[src/rtl/flash_host_pkg.sv]
// shared constants of the parallel flash host controller
// assumes a 25 MHz clk and a byte-wide flash on its own pins
package flash_host_pkg;

    // ------------------------------------------------------------------
    // widths
    // ------------------------------------------------------------------
    localparam int ADDR_W = 19;
    localparam int DATA_W = 8;

    // ------------------------------------------------------------------
    // timing, in ns / us as printed, then cycles of clk
    // ------------------------------------------------------------------
    localparam int CLK_PERIOD_NS  = 40;
    localparam int WE_LOW_NS      = 100;
    localparam int READ_ACCESS_NS = 70;
    localparam int PROG_MAX_US    = 20;
    localparam int SYNC_STAGES    = 2;
    localparam int WE_LOW_CYC     =
        (WE_LOW_NS + CLK_PERIOD_NS - 1) / CLK_PERIOD_NS;
    // access time rounded up, plus the input synchroniser delay
    localparam int READ_WAIT_CYC  =
        (READ_ACCESS_NS + CLK_PERIOD_NS - 1) / CLK_PERIOD_NS + SYNC_STAGES;
    // longest time, rounded down
    localparam int PROG_MAX_CYC   = (PROG_MAX_US * 1000) / CLK_PERIOD_NS;
    localparam int TIMER_W        = 10;
    localparam int WAIT_W         = 4;

    // ------------------------------------------------------------------
    // command codes and unlock cycles (unlock values are plain defaults)
    // ------------------------------------------------------------------
    localparam logic [ADDR_W-1:0] UNLOCK1_ADDR  = 19'h00555;
    localparam logic [DATA_W-1:0] UNLOCK1_DATA  = 8'haa;
    localparam logic [ADDR_W-1:0] UNLOCK2_ADDR  = 19'h002aa;
    localparam logic [DATA_W-1:0] UNLOCK2_DATA  = 8'h55;
    localparam logic [DATA_W-1:0] PROG_SETUP    = 8'ha0;
    localparam logic [DATA_W-1:0] ERASE_SETUP   = 8'h80;
    localparam logic [DATA_W-1:0] SECTOR_ERASE  = 8'h20;
    localparam logic [DATA_W-1:0] CHIP_ERASE    = 8'h10;
    localparam logic [ADDR_W-1:0] CHIP_ERASE_AD = 19'h00555;
    localparam int                SECTOR_LSB    = 7;
    localparam logic [2:0]        PROG_LAST     = 3'h3;
    localparam logic [2:0]        ERASE_LAST    = 3'h5;
    localparam int                POLL_BIT      = 7;
    localparam int                TOGGLE_BIT    = 6;

    // ------------------------------------------------------------------
    // user operations
    // ------------------------------------------------------------------
    typedef enum logic [1:0] {
        OP_READ   = 2'b00,
        OP_PROG   = 2'b01,
        OP_SECTOR = 2'b10,
        OP_CHIP   = 2'b11
    } op_type;

endpackage

[src/rtl/flash_host_ctrl.sv]
// host-side controller for a byte-wide parallel flash: read, byte
// program, sector erase, chip erase, end-of-write polling
// assumes a user port on clk and the flash wired straight to the pins
//
// Notes on behaviour
// - write cycle is WE low under CE low
// - read data only with CE and OE low
// - program is three unlock bytes plus data
// - sector erase is six cycles, last 20H
// - chip erase six cycles, 10H to 555H
// - apparent finish confirmed by two more reads
module flash_host_ctrl (
    input  wire logic                              clk,        // 25 MHz
    input  wire logic                              reset_n,    // async
    input  wire logic                              cmdValid,   // request
    input  wire logic [1:0]                        cmdOp,      // op_type
    input  wire logic [flash_host_pkg::ADDR_W-1:0] cmdAddr,    // address
    input  wire logic [flash_host_pkg::DATA_W-1:0] cmdData,    // prog byte
    output logic                                   cmdReady,   // idle
    output logic                                   rspValid,   // pulse
    output logic [flash_host_pkg::DATA_W-1:0]      rspData,    // last read
    output logic                                   rspError,   // with rsp
    output logic                                   flashCeN,   // chip sel
    output logic                                   flashOeN,   // out gate
    output logic                                   flashWeN,   // wr strobe
    output logic [flash_host_pkg::ADDR_W-1:0]      flashAddr,  // addr pins
    output logic [flash_host_pkg::DATA_W-1:0]      flashDqOut, // dq drive
    output logic                                   flashDqOe,  // dq enable
    input  wire logic [flash_host_pkg::DATA_W-1:0] flashDqIn   // dq pins
);

    typedef enum logic [2:0] {
        ST_IDLE    = 3'b000,
        ST_SEND    = 3'b001,
        ST_POLL    = 3'b010,
        ST_CONFIRM = 3'b011,
        ST_READ    = 3'b100
    } state_type;

    state_type                               state_r;
    flash_host_pkg::op_type                  op_r;
    logic [flash_host_pkg::ADDR_W-1:0]       addr_r;
    logic [flash_host_pkg::DATA_W-1:0]       data_r;
    logic [2:0]                              step_r;
    logic                                    confirm_r;
    logic                                    prevToggle_r;
    logic [flash_host_pkg::TIMER_W-1:0]      timer_r;
    logic                                    cycStart_r;
    logic                                    cycWrite_r;
    logic [flash_host_pkg::ADDR_W-1:0]       cycAddr_r;
    logic [flash_host_pkg::DATA_W-1:0]       cycData_r;
    logic                                    cycDone;
    logic [flash_host_pkg::DATA_W-1:0]       cycRdata;
    logic [flash_host_pkg::ADDR_W-1:0]       seqAddr;
    logic [flash_host_pkg::DATA_W-1:0]       seqData;
    logic [2:0]                              lastStep;
    logic                                    expectPoll;
    logic                                    statusDone;
    logic                                    timedOut;

    // ------------------------------------------------------------------
    // command sequence table
    // ------------------------------------------------------------------
    // each unlock cycle and command code is fixed, so the device never sees an invalid
    // cycle mid-sequence and never aborts to read mode
    // indexed by the cycle after the one on the pins: its values are
    // loaded while the current cycle runs, ready at the next start
    always_comb begin
        seqAddr = flash_host_pkg::UNLOCK1_ADDR;
        seqData = flash_host_pkg::UNLOCK1_DATA;
        case (step_r + 3'h1)
            3'h1, 3'h4: begin
                seqAddr = flash_host_pkg::UNLOCK2_ADDR;
                seqData = flash_host_pkg::UNLOCK2_DATA;
            end
            3'h2: begin
                seqData = (op_r == flash_host_pkg::OP_PROG) ?
                    flash_host_pkg::PROG_SETUP :
                    flash_host_pkg::ERASE_SETUP;
            end
            3'h3: begin
                if (op_r == flash_host_pkg::OP_PROG) begin
                    seqAddr = addr_r;
                    seqData = data_r;
                end
            end
            3'h5: begin
                if (op_r == flash_host_pkg::OP_SECTOR) begin
                    // low lines zero; only upper lines pick sector
                    seqAddr = {addr_r[flash_host_pkg::ADDR_W-1:
                                      flash_host_pkg::SECTOR_LSB],
                               7'h00};
                    seqData = flash_host_pkg::SECTOR_ERASE;
                end else begin
                    seqAddr = flash_host_pkg::CHIP_ERASE_AD;
                    seqData = flash_host_pkg::CHIP_ERASE;
                end
            end
            default: begin
                seqAddr = flash_host_pkg::UNLOCK1_ADDR;
                seqData = flash_host_pkg::UNLOCK1_DATA;
            end
        endcase
    end

    // ------------------------------------------------------------------
    // status decode
    // ------------------------------------------------------------------
    // polled bit settles to true data after program, one after erase;
    // toggle bit must also have stopped since the previous read
    assign lastStep   = (op_r == flash_host_pkg::OP_PROG) ?
                        flash_host_pkg::PROG_LAST :
                        flash_host_pkg::ERASE_LAST;
    assign expectPoll = (op_r == flash_host_pkg::OP_PROG) ?
                        data_r[flash_host_pkg::POLL_BIT] : 1'b1;
    assign statusDone =
        (cycRdata[flash_host_pkg::POLL_BIT] == expectPoll) &&
        (cycRdata[flash_host_pkg::TOGGLE_BIT] == prevToggle_r);
    // a program still running past its longest time is a failure
    assign timedOut   = (op_r == flash_host_pkg::OP_PROG) &&
        (timer_r >= 10'(flash_host_pkg::PROG_MAX_CYC));

    // ------------------------------------------------------------------
    // operation sequencer
    // ------------------------------------------------------------------
    // cmdReady stays low from acceptance until the internal operation is
    // seen finished or a program times out, so only after a timeout can a command reach a busy device
    always_ff @(posedge clk or negedge reset_n) begin
        if (!reset_n) begin
            state_r      <= ST_IDLE;
            op_r         <= flash_host_pkg::OP_READ;
            addr_r       <= '0;
            data_r       <= 8'h00;
            step_r       <= 3'h0;
            confirm_r    <= 1'b0;
            prevToggle_r <= 1'b0;
            cmdReady     <= 1'b1;
            rspValid     <= 1'b0;
            rspData      <= 8'h00;
            rspError     <= 1'b0;
            cycStart_r   <= 1'b0;
            cycWrite_r   <= 1'b0;
            cycAddr_r    <= '0;
            cycData_r    <= 8'h00;
        end else begin
            cycStart_r <= 1'b0;
            rspValid   <= 1'b0;
            case (state_r)
                ST_IDLE: begin
                    if (cmdValid) begin
                        op_r      <= flash_host_pkg::op_type'(cmdOp);
                        addr_r    <= cmdAddr;
                        data_r    <= cmdData;
                        step_r    <= 3'h0;
                        cmdReady  <= 1'b0;
                        cycStart_r <= 1'b1;
                        if (cmdOp == flash_host_pkg::OP_READ) begin
                            cycWrite_r <= 1'b0;
                            cycAddr_r  <= cmdAddr;
                            state_r    <= ST_READ;
                        end else begin
                            cycWrite_r <= 1'b1;
                            cycAddr_r  <= flash_host_pkg::UNLOCK1_ADDR;
                            cycData_r  <= flash_host_pkg::UNLOCK1_DATA;
                            state_r    <= ST_SEND;
                        end
                    end
                end
                ST_SEND: begin
                    if (cycDone) begin
                        cycStart_r <= 1'b1;
                        if (step_r == lastStep) begin
                            // operation running; poll the target
                            cycWrite_r   <= 1'b0;
                            cycAddr_r    <= addr_r;
                            prevToggle_r <= ~data_r[flash_host_pkg::TOGGLE_BIT];
                            state_r      <= ST_POLL;
                        end else begin
                            step_r <= step_r + 3'h1;
                        end
                    end else if (!cycStart_r) begin
                        cycAddr_r <= seqAddr;
                        cycData_r <= seqData;
                    end
                end
                ST_POLL, ST_CONFIRM: begin
                    // only status reads while busy
                    if (cycDone) begin
                        prevToggle_r <= cycRdata[flash_host_pkg::TOGGLE_BIT];
                        if (statusDone && state_r == ST_CONFIRM &&
                            confirm_r) begin
                            rspValid <= 1'b1;
                            rspData  <= cycRdata;
                            rspError <= (op_r == flash_host_pkg::OP_PROG) &&
                                        (cycRdata != data_r);
                            cmdReady <= 1'b1;
                            state_r  <= ST_IDLE;
                        end else if (timedOut) begin
                            rspValid <= 1'b1;
                            rspData  <= cycRdata;
                            rspError <= 1'b1;
                            cmdReady <= 1'b1;
                            state_r  <= ST_IDLE;
                        end else begin
                            // two further valid reads must follow
                            cycStart_r <= 1'b1;
                            confirm_r  <= statusDone && state_r == ST_CONFIRM;
                            state_r    <= statusDone ? ST_CONFIRM : ST_POLL;
                        end
                    end
                end
                default: begin
                    if (cycDone) begin
                        rspValid <= 1'b1;
                        rspData  <= cycRdata;
                        rspError <= 1'b0;
                        cmdReady <= 1'b1;
                        state_r  <= ST_IDLE;
                    end
                end
            endcase
        end
    end

    // ------------------------------------------------------------------
    // busy-time counter from operation start
    // ------------------------------------------------------------------
    always_ff @(posedge clk or negedge reset_n) begin
        if (!reset_n) begin
            timer_r <= '0;
        end else if (state_r == ST_POLL || state_r == ST_CONFIRM) begin
            if (timer_r != '1) begin
                timer_r <= timer_r + 10'h001;
            end
        end else begin
            timer_r <= '0;
        end
    end

    // ------------------------------------------------------------------
    // pin cycle engine
    // ------------------------------------------------------------------
    flash_bus_cycle cycle (
        .clk     (clk),
        .reset_n (reset_n),
        .start   (cycStart_r),
        .isWrite (cycWrite_r),
        .addr    (cycAddr_r),
        .wdata   (cycData_r),
        .done    (cycDone),
        .rdata   (cycRdata),
        .ceN     (flashCeN),
        .oeN     (flashOeN),
        .weN     (flashWeN),
        .addrOut (flashAddr),
        .dqOut   (flashDqOut),
        .dqOe    (flashDqOe),
        .dqIn    (flashDqIn)
    );

endmodule

[src/rtl/flash_bus_cycle.sv]
// one strobe cycle on the flash pins, read or write
// assumes start only while idle; dqIn arrives from the pin unsynchronised
module flash_bus_cycle (
    input  wire logic                              clk,      // 25 MHz
    input  wire logic                              reset_n,  // async, low
    input  wire logic                              start,    // begin cycle
    input  wire logic                              isWrite,  // 1 write
    input  wire logic [flash_host_pkg::ADDR_W-1:0] addr,     // address
    input  wire logic [flash_host_pkg::DATA_W-1:0] wdata,    // write byte
    output logic                                   done,     // end pulse
    output logic [flash_host_pkg::DATA_W-1:0]      rdata,    // read byte
    output logic                                   ceN,      // chip select
    output logic                                   oeN,      // output gate
    output logic                                   weN,      // write strobe
    output logic [flash_host_pkg::ADDR_W-1:0]      addrOut,  // address pins
    output logic [flash_host_pkg::DATA_W-1:0]      dqOut,    // data out
    output logic                                   dqOe,     // data drive
    input  wire logic [flash_host_pkg::DATA_W-1:0] dqIn      // data pins
);

    typedef enum logic [2:0] {
        PH_IDLE    = 3'b000,
        PH_SETUP   = 3'b001,
        PH_STROBE  = 3'b010,
        PH_HOLD    = 3'b011,
        PH_RECOVER = 3'b100
    } phase_type;

    phase_type                            phase_r;
    logic [flash_host_pkg::WAIT_W-1:0]    wait_r;
    logic                                 write_r;
    logic [flash_host_pkg::DATA_W-1:0]    dqMeta_r;
    logic [flash_host_pkg::DATA_W-1:0]    dqSync_r;

    // ------------------------------------------------------------------
    // pin input synchroniser
    // ------------------------------------------------------------------
    // first stage is read only by the second
    always_ff @(posedge clk or negedge reset_n) begin
        if (!reset_n) begin
            dqMeta_r <= 8'h00;
            dqSync_r <= 8'h00;
        end else begin
            dqMeta_r <= dqIn;
            dqSync_r <= dqMeta_r;
        end
    end

    // ------------------------------------------------------------------
    // strobe sequencing
    // ------------------------------------------------------------------
    // write: address and CE first so the device takes the address at WE
    // fall; WE rises before CE so data is taken on the WE edge.
    // dq is driven only while OE is high, so the pins never fight.
    always_ff @(posedge clk or negedge reset_n) begin
        if (!reset_n) begin
            phase_r <= PH_IDLE;
            wait_r  <= '0;
            write_r <= 1'b0;
            done    <= 1'b0;
            rdata   <= 8'h00;
            ceN     <= 1'b1;
            oeN     <= 1'b1;
            weN     <= 1'b1;
            addrOut <= '0;
            dqOut   <= 8'h00;
            dqOe    <= 1'b0;
        end else begin
            done <= 1'b0;
            case (phase_r)
                PH_IDLE: begin
                    if (start) begin
                        write_r <= isWrite;
                        addrOut <= addr;
                        dqOut   <= wdata;
                        ceN     <= 1'b0;
                        oeN     <= isWrite;
                        dqOe    <= isWrite;
                        phase_r <= PH_SETUP;
                    end
                end
                PH_SETUP: begin
                    if (write_r) begin
                        weN    <= 1'b0;
                        wait_r <= 4'(flash_host_pkg::WE_LOW_CYC - 1);
                    end else begin
                        wait_r <= 4'(flash_host_pkg::READ_WAIT_CYC - 1);
                    end
                    phase_r <= PH_STROBE;
                end
                PH_STROBE: begin
                    if (wait_r != '0) begin
                        wait_r <= wait_r - 4'h1;
                    end else begin
                        weN     <= 1'b1;
                        rdata   <= dqSync_r;
                        oeN     <= 1'b1;
                        phase_r <= PH_HOLD;
                    end
                end
                PH_HOLD: begin
                    ceN     <= 1'b1;
                    phase_r <= PH_RECOVER;
                end
                default: begin
                    dqOe    <= 1'b0;
                    done    <= 1'b1;
                    phase_r <= PH_IDLE;
                end
            endcase
        end
    end

endmodule

[config.mk]
export PLATFORM = sky130hd
export DESIGN_NAME = flash_host_ctrl
export DESIGN_NICKNAME = d
export VERILOG_FILES = /design/src/rtl/flash_host_pkg.sv /design/src/rtl/flash_host_ctrl.sv /design/src/rtl/flash_bus_cycle.sv
export SDC_FILE = /design/constraint.sdc
export NUM_CORES = 1
export LEC_CHECK = 0
export BUFFER_PORTS_ARGS = -buffer_cell sky130_fd_sc_hd__buf_2
export CORE_MARGIN = 2
export CORE_UTILIZATION = 50
export CTS_CLUSTER_DIAMETER = 100
export DETAILED_ROUTE_END_ITERATION = 10
export GPL_ROUTABILITY_DRIVEN = 0
export MAX_ROUTING_LAYER = met4
export PLACE_DENSITY = 0.7
export SLEW_MARGIN = 0
export SYNTH_ARGS = -nofsm -noshare
export SYNTH_HDL_FRONTEND = slang
export SYNTH_HIERARCHICAL = 1
export SYNTH_SLANG_ARGS = --single-unit
export TNS_END_PERCENT = 10
[constraint.sdc]
create_clock -name clk -period 3.9 [get_ports clk]
set_clock_uncertainty 0.2 [all_clocks]
set_input_delay 0.585 -clock clk [delete_from_list [all_inputs] [get_ports clk]]
set_output_delay 0.585 -clock clk [all_outputs]
set_load 0.03 [all_outputs]
## Yosys cells after proc, flatten, opt, wreduce, memory -nomap -nowiden

Index checks and enable logic that the tools add are counted.

- Bits in registers: 151
- Output and inout bits: 42
- Logic and storage cells: 198

- Add/subtract/negate cells: 3
- Order comparisons: 1
- Equality and inequality tests: 34
- Muxes and demuxes: 85
- Bitwise operators: 7
- Reductions and logical operators: 39

Operators with widths:

| operator | number |
|---|---|
| $mux W19 | 7 |
| $mux W8 | 9 |
| $pmux W19 S3 | 1 |
| $pmux W19 S2 | 1 |
| $mux W3 | 12 |
| $pmux W8 S2 | 2 |
| $pmux W8 S4 | 1 |
| $mux W1 | 31 |
| $mux W10 | 2 |
| $reduce_and A4 Y1 | 5 |
| $eq A3 B2 Y1 const B | 6 |
| $ne A2 B2 Y1 const B | 8 |
| $pmux W1 S2 | 8 |
| $reduce_and A5 Y1 | 3 |
| $reduce_and A2 Y1 | 7 |
| $mux W6 | 2 |
| $pmux W3 S4 | 1 |
| $reduce_bool A2 Y1 | 6 |
| $add A10 B1 Y10 const B | 1 |
| $ge A10 B9 Y1 const B | 1 |
| $ne A10 B10 Y1 const B | 1 |
| $ne A2 B1 Y1 const B | 5 |
| $eq A3 B1 Y1 const B | 3 |
| $pmux W3 S3 | 1 |
| other kinds (25) | 45 |

## Longest topological paths before layout

- Depth after elaboration: 9
- Mapped depth: 8
- Gate-level depth less buffers: 7

## Cells and area by module

Netlist, hierarchy kept.

By module, submodules not included:

| module | times used | cells an instance | area each (um2) | seq. area each (um2) |
|---|---|---|---|---|
| flash_host_ctrl | 1 | 464 | 4456.8 | 2178.3 |
| flash_bus_cycle | 1 | 213 | 2381.0 | 1605.3 |

## Worst setup path after synthesis

OpenSTA, ideal clock, no wires.

- Kind: register to register
- Start: register step_r[0]
- End: register cycAddr_r[9] (netlist name)
- Setup time: 0.125 ns
- Data arrival time: 2.073 ns
- Slack: 1.502 ns
- Cell stages (with the launch flop): 6
- Path buffers: 0
- Cells stage by stage: dfrtp_1 > ha_1 > xor2_2 > mux2_2 > a221o_1 > mux2_4

- Cells in the longest elaborated chain, start to end: 7
- Elaborated cells between the ends (all ways): 13

RTL lines:

| element | RTL line | source |
|---|---|---|
| start: declaration | flash_host_ctrl.sv:44 | `logic [2:0] step_r;` |
| start signal: assignment | flash_host_ctrl.sv:179 | `step_r <= step_r + 3'h1;` |
| $add A3 B1 Y3 | flash_host_ctrl.sv:71 | `case (step_r + 3'h1)` |
| $eq A3 B1 Y1 or $eq A3 B3 Y1 (tied branches) | flash_host_ctrl.sv:71 |  |
| $reduce_or A2 Y1 | flash_host_ctrl.sv:71 |  |
| $pmux W19 S3 | flash_host_ctrl.sv:71 |  |
| $mux W19 | flash_host_ctrl.sv:181 | `end else if (!cycStart_r) begin` |
| $mux W19 | flash_host_ctrl.sv:170 | `if (cycDone) begin` |
| $pmux W19 S2 | flash_host_ctrl.sv:148 | `case (state_r)` |
| end signal: assignment | flash_host_ctrl.sv:159 | `cycAddr_r <= cmdAddr;` |
| end signal: assignment | flash_host_ctrl.sv:175 | `cycAddr_r <= addr_r;` |
| end signal: assignment | flash_host_ctrl.sv:182 | `cycAddr_r <= seqAddr;` |
| end: declaration | flash_host_ctrl.sv:50 | `logic [flash_host_pkg::ADDR_W-1:0] cycAddr_r;` |

Parallel ways exist; a longest one is shown, timed or not. The select of a mux whose other input is x is not followed.
A chain may end at the register's enable or synchronous reset.

## Final worst setup path

- Start: register state_r[1]
- End: register cycAddr_r[0] (netlist name)

- Cells in the longest elaborated chain, start to end: 3
- Elaborated cells between the ends (all ways): 8

RTL lines:

| element | RTL line | source |
|---|---|---|
| start: declaration | flash_host_ctrl.sv:40 | `state_type state_r;` |
| start signal: assignment | flash_host_ctrl.sv:208 | `state_r <= statusDone ? ST_CONFIRM : ST_POLL;` |
| $eq A3 B1 Y1 or $logic_not A3 Y1 (tied branches) | flash_host_ctrl.sv:148 |  |
| $ne A3 B3 Y1 (no line), or another cell as far along | - |  |
| $reduce_and A4 Y1 (no line) | - |  |
| end signal: assignment | flash_host_ctrl.sv:159 |  |
| end signal: assignment | flash_host_ctrl.sv:163 | `cycAddr_r <= flash_host_pkg::UNLOCK1_ADDR;` |
| end signal: assignment | flash_host_ctrl.sv:175 |  |

Parallel ways exist; a longest one is shown, timed or not.

==> results.md <==
* Flop pwr share at 43.9%
* Drt first pass iters at 5
* Comb pwr share at 30.1%
* Worst Reg2Reg Path Length in Cells at 4
* Period utilization at 73.07%
* Register area share after synthesis at 55.33%
* Final WL at 15190 um
* Slew Limit Fails at 0
* Peak supply drop at 0.3625 mV
* Design area at 7961 um^2
* Fin Hold WS at 66.44 ps
* FF-to-FF End: cycAddr_r[0]$_DFFE_PN0P_
* Starting density of the core at 51.43%
* Hold EP: cycle/dqMeta_r[7]$_DFF_PN0_
* Antenna Violating Nets Remaining at 0
* Clock power share at 26.0%
* DR iter-0 viols at 374
* Non-Filler Instances at 941
* P_sw at 2232 uW
* Global Route Usage Sum at 22.60%
* Synthesized instance count at 677
* Overflow after GRT at 0
* FF+latch count, synth at 151
* Avg Cell Area, Syn at 10.10 um^2
* CP Launch Point: state_r[1]$_DFFE_PN0P_
* Synth Warn # at 6
* Ys flop type: dfrtp_1
* Hold depth at 1
* Final hold viol count at 0
* Clock tree buffer depth at 2
* Final Net Count at 800
* DP Cell Count at 908
* Reg clk slew, reported paths at 60 ps
* Clock sink total at 151
* Syn_nets at 725
* Min cycle time layout at 2850 ps
* Detailed-route DRC error count at 0
* CP peak stage delay at 670 ps
* Reg-to-reg critical path startpoint: state_r[1]$_DFFE_PN0P_
* Status: finished clean
* WL per Instance at 16.14 um
* Die width at 120.9 um
* HP Class: primary input to flip-flop
* Setup Crit Path Kind: flip-flop to flip-flop
* Post-Synthesis Cell Area at 6838 um^2
* H-tree Lvls at 4
* Hpwl dp at 10180 um
* Slowest-stage cell, CP: or3b_1
* FMAX at 350.9 MHz
* Total negative slack at 0 ps
* Port buffer count at 81
* Count of cells resized by post-cts repair at 0
* Die Area at 14630 um^2
* Switch share at 36.42%
* Slew at the pin closest to its max-slew limit at 803.8 ps
* Fillers at 1133
* Setup slack, reg-to-reg at 1050 ps
* Total vias in the final route at 5166
* Skew-Pair Late Insertion Delay at 420 ps
* Share of cells above drive strength 1 at 22.35%
* Cts bufs inserted at 17
* Worst Path Arrival at 2950 ps
* CTS tree: yes
* Via/cell ratio at 5.490
* Io pins at 82
* Core box area at 13300 um^2
* WP data required at 4000 ps
* Int Pwr at 3897 uW
* Vias in the first global route at 5121
* Min-delay src: flashDqIn[7]
* Setup repair after global routing missed its margin: no
* Crit end category: flip-flop
* Initial antenna violation count at 0
* Startpoint Class: flip-flop
* Row cnt at 42
* Root buf cell: clkbuf_16
* Number of synthesized flops with an enable pin at 0
* CP cell instances: or3b_1, a22o_1, a21oi_4, mux2_2
* Synth unique cells at 68
* Slew headroom at 46.29%
* Largest net degree at the start of global routing at 81
* Die Y at 120.9 um
* CP max FO at 19
* First-pass GRT wire length at 25030 um
* Final setup violation count at 0
* DP Area at 7376 um^2
* Leak at 0.003810 uW
* Diode count at 0
* Asr flop ratio synth at 100.0%
* PD cells at 769.9 nW/um^2
* Number of max-cap violations at 0
* Area growth syn-to-layout at 16.43%
-- area by class of cell --
class	count	area, um^2	area share, %
flip-flops and latches	151	3784	47.52
multi-input cells	479	2846	35.75
repair buffers	88	479.2	6.019
clock buffers	21	450.4	5.658
well taps	176	220.2	2.766
clock inverters	11	125.1	1.572
inverters	15	56.30	0.7072
-- logic make-up (layout without fill, tap and decap cells) --
logic type	count (synthesis)	in the layout	share of synthesized area, %
and+or+nand+nor	305	305	19.67
DFF	151	151	55.33
AOI/OAI and AO/OA	109	109	11.14
buffers and inverters	47	135	3.129
muxes	39	39	6.844
xor gates and xnor gates	18	18	2.416
adders and majority gates	8	8	1.464
-- per-layer routing --
metal	wire length [um]	GRT usage, %	share of wire, %	vias to the layer above
met5	0	-	0	-
li1	-	-	-	2452
met1	6794	27.86	45	2537
met2	7443	35.78	49	155
met3	724	5.310	4.8	22
met4	223	9.884	1.5	0
-- critical path, delay by kind of cell, from the launching register on --
family	cells	cell delay [ps]
AND/OR/NAND/NOR	1	670
AO/OA/AOI/OAI	2	980
multiplexers	1	410
flip-flops	1	470
-- state kept, by name (all words and copies together), names as in the netlist, 2 cells and up --
| register | cells |
|---|---|
| step_r | 3 |
| data_r | 8 |
| state_r | 3 |
| rspData | 8 |
| addr_r | 19 |
| cycle/rdata | 8 |
| cycle/wait_r | 4 |
| cycAddr_r | 19 |
| op_r | 2 |
| cycle/dqOut | 8 |
| cycle/phase_r | 3 |
| cycle/dqSync_r | 8 |
| cycData_r | 8 |
| cycle/addrOut | 19 |
| cycle/dqMeta_r | 8 |
| timer_r | 10 |
-- worst max path at each step --
stage / endpoint / cells after the start / slack (ps)
finish: cycAddr_r[0]$_DFFE_PN0P_ / 4 / 1050
global route: cycAddr_r[18]$_DFFE_PN0P_ / 5 / 910
CTS: cycAddr_r[18]$_DFFE_PN0P_ / 4 / 1050
detailed placement: cycAddr_r[18]$_DFFE_PN0P_ / 4 / 1060
global placement: cycAddr_r[6]$_DFFE_PN0P_ / 4 / 1130
floorplan: cycAddr_r[9]$_DFFE_PN0P_ / 5 / 1500
-- power by group through the flow --
| stage | logic, uW | registers [uW] | clock network [uW] |
|---|---|---|---|
| after floorplan | 1050 | 2940 | 0 |
| after global placement | 1780 | 2670 | 0 |
| after detailed placement | 1840 | 2710 | 0 |
| after CTS | 1860 | 2690 | 1630 |
| after global routing | 2030 | 2780 | 1690 |
| final | 1840 | 2690 | 1590 |
-- synth_stat cells, drive strengths merged, types with 2 or more instances --
library cell	number	area, um^2
nand2	202	758.2
dfrtp	147	3679
mux2	35	427.9
nor2	31	121.4
a21oi	24	135.1
o21ai	21	105.1
nand3	20	105.1
buf	16	97.59
clkbuf	16	60.06
inv	15	56.30
xnor2	14	122.6
a22o	12	105.1
nor3	11	60.06
ha	8	100.1
nor2b	8	50.05
a211oi	7	52.55
a31oi	7	50.05
and2	6	40.04
o211ai	6	45.04
nand4	5	31.28
nor3b	5	47.54
dfstp	4	105.1
mux2i	4	40.04
o22a	4	35.03
o22ai	4	25.02
xor2	4	42.55
a21o	3	22.52
and3	3	18.77
o311ai	3	26.28
a21boi	2	15.01
nand2b	2	12.51
nor4b	2	17.52
o21bai	2	15.01
o31ai	2	15.01
or2	2	12.51
or3	2	12.51
-- repair_timing --
item                                   CTS  global route
endpoints found under the hold margin   56             0
hold buffers                             1             0
setup buffers                            0             0
-- cell usage in the layout (no fill, tap or decap), types with 3 or more instances in the layout --
master,instances
inv_1,15
mux2_4,9
mux2i_1,4
ha_1,8
nor3_1,10
nor3b_1,3
a22o_1,12
nor2_1,29
o311ai_0,3
xor2_1,3
a21oi_1,22
clkinv_4,3
clkbuf_16,17
a31oi_1,6
and3_1,3
buf_4,5
o22a_1,4
nand3_1,19
a21o_1,3
dfstp_2,4
and2_1,5
nand4_1,5
o211ai_1,6
nor2b_1,8
o22ai_1,4
buf_2,80
nand2_1,202
xnor2_1,14
dfrtp_1,147
clkinv_2,3
clkbuf_1,3
o21ai_0,21
mux2_2,26
a211oi_1,7
-- stage by stage --
stage	power, uW	util, %	setup WS, ps
after detailed placement	4552	55.48	1056
after global routing	6503	59.88	911.2
final	6129	59.88	1050
after floorplan	3993	-	1502
after global placement	4455	55.48	1130
after CTS	6177	59.88	1049
Power figures use the tool's default switching activity.
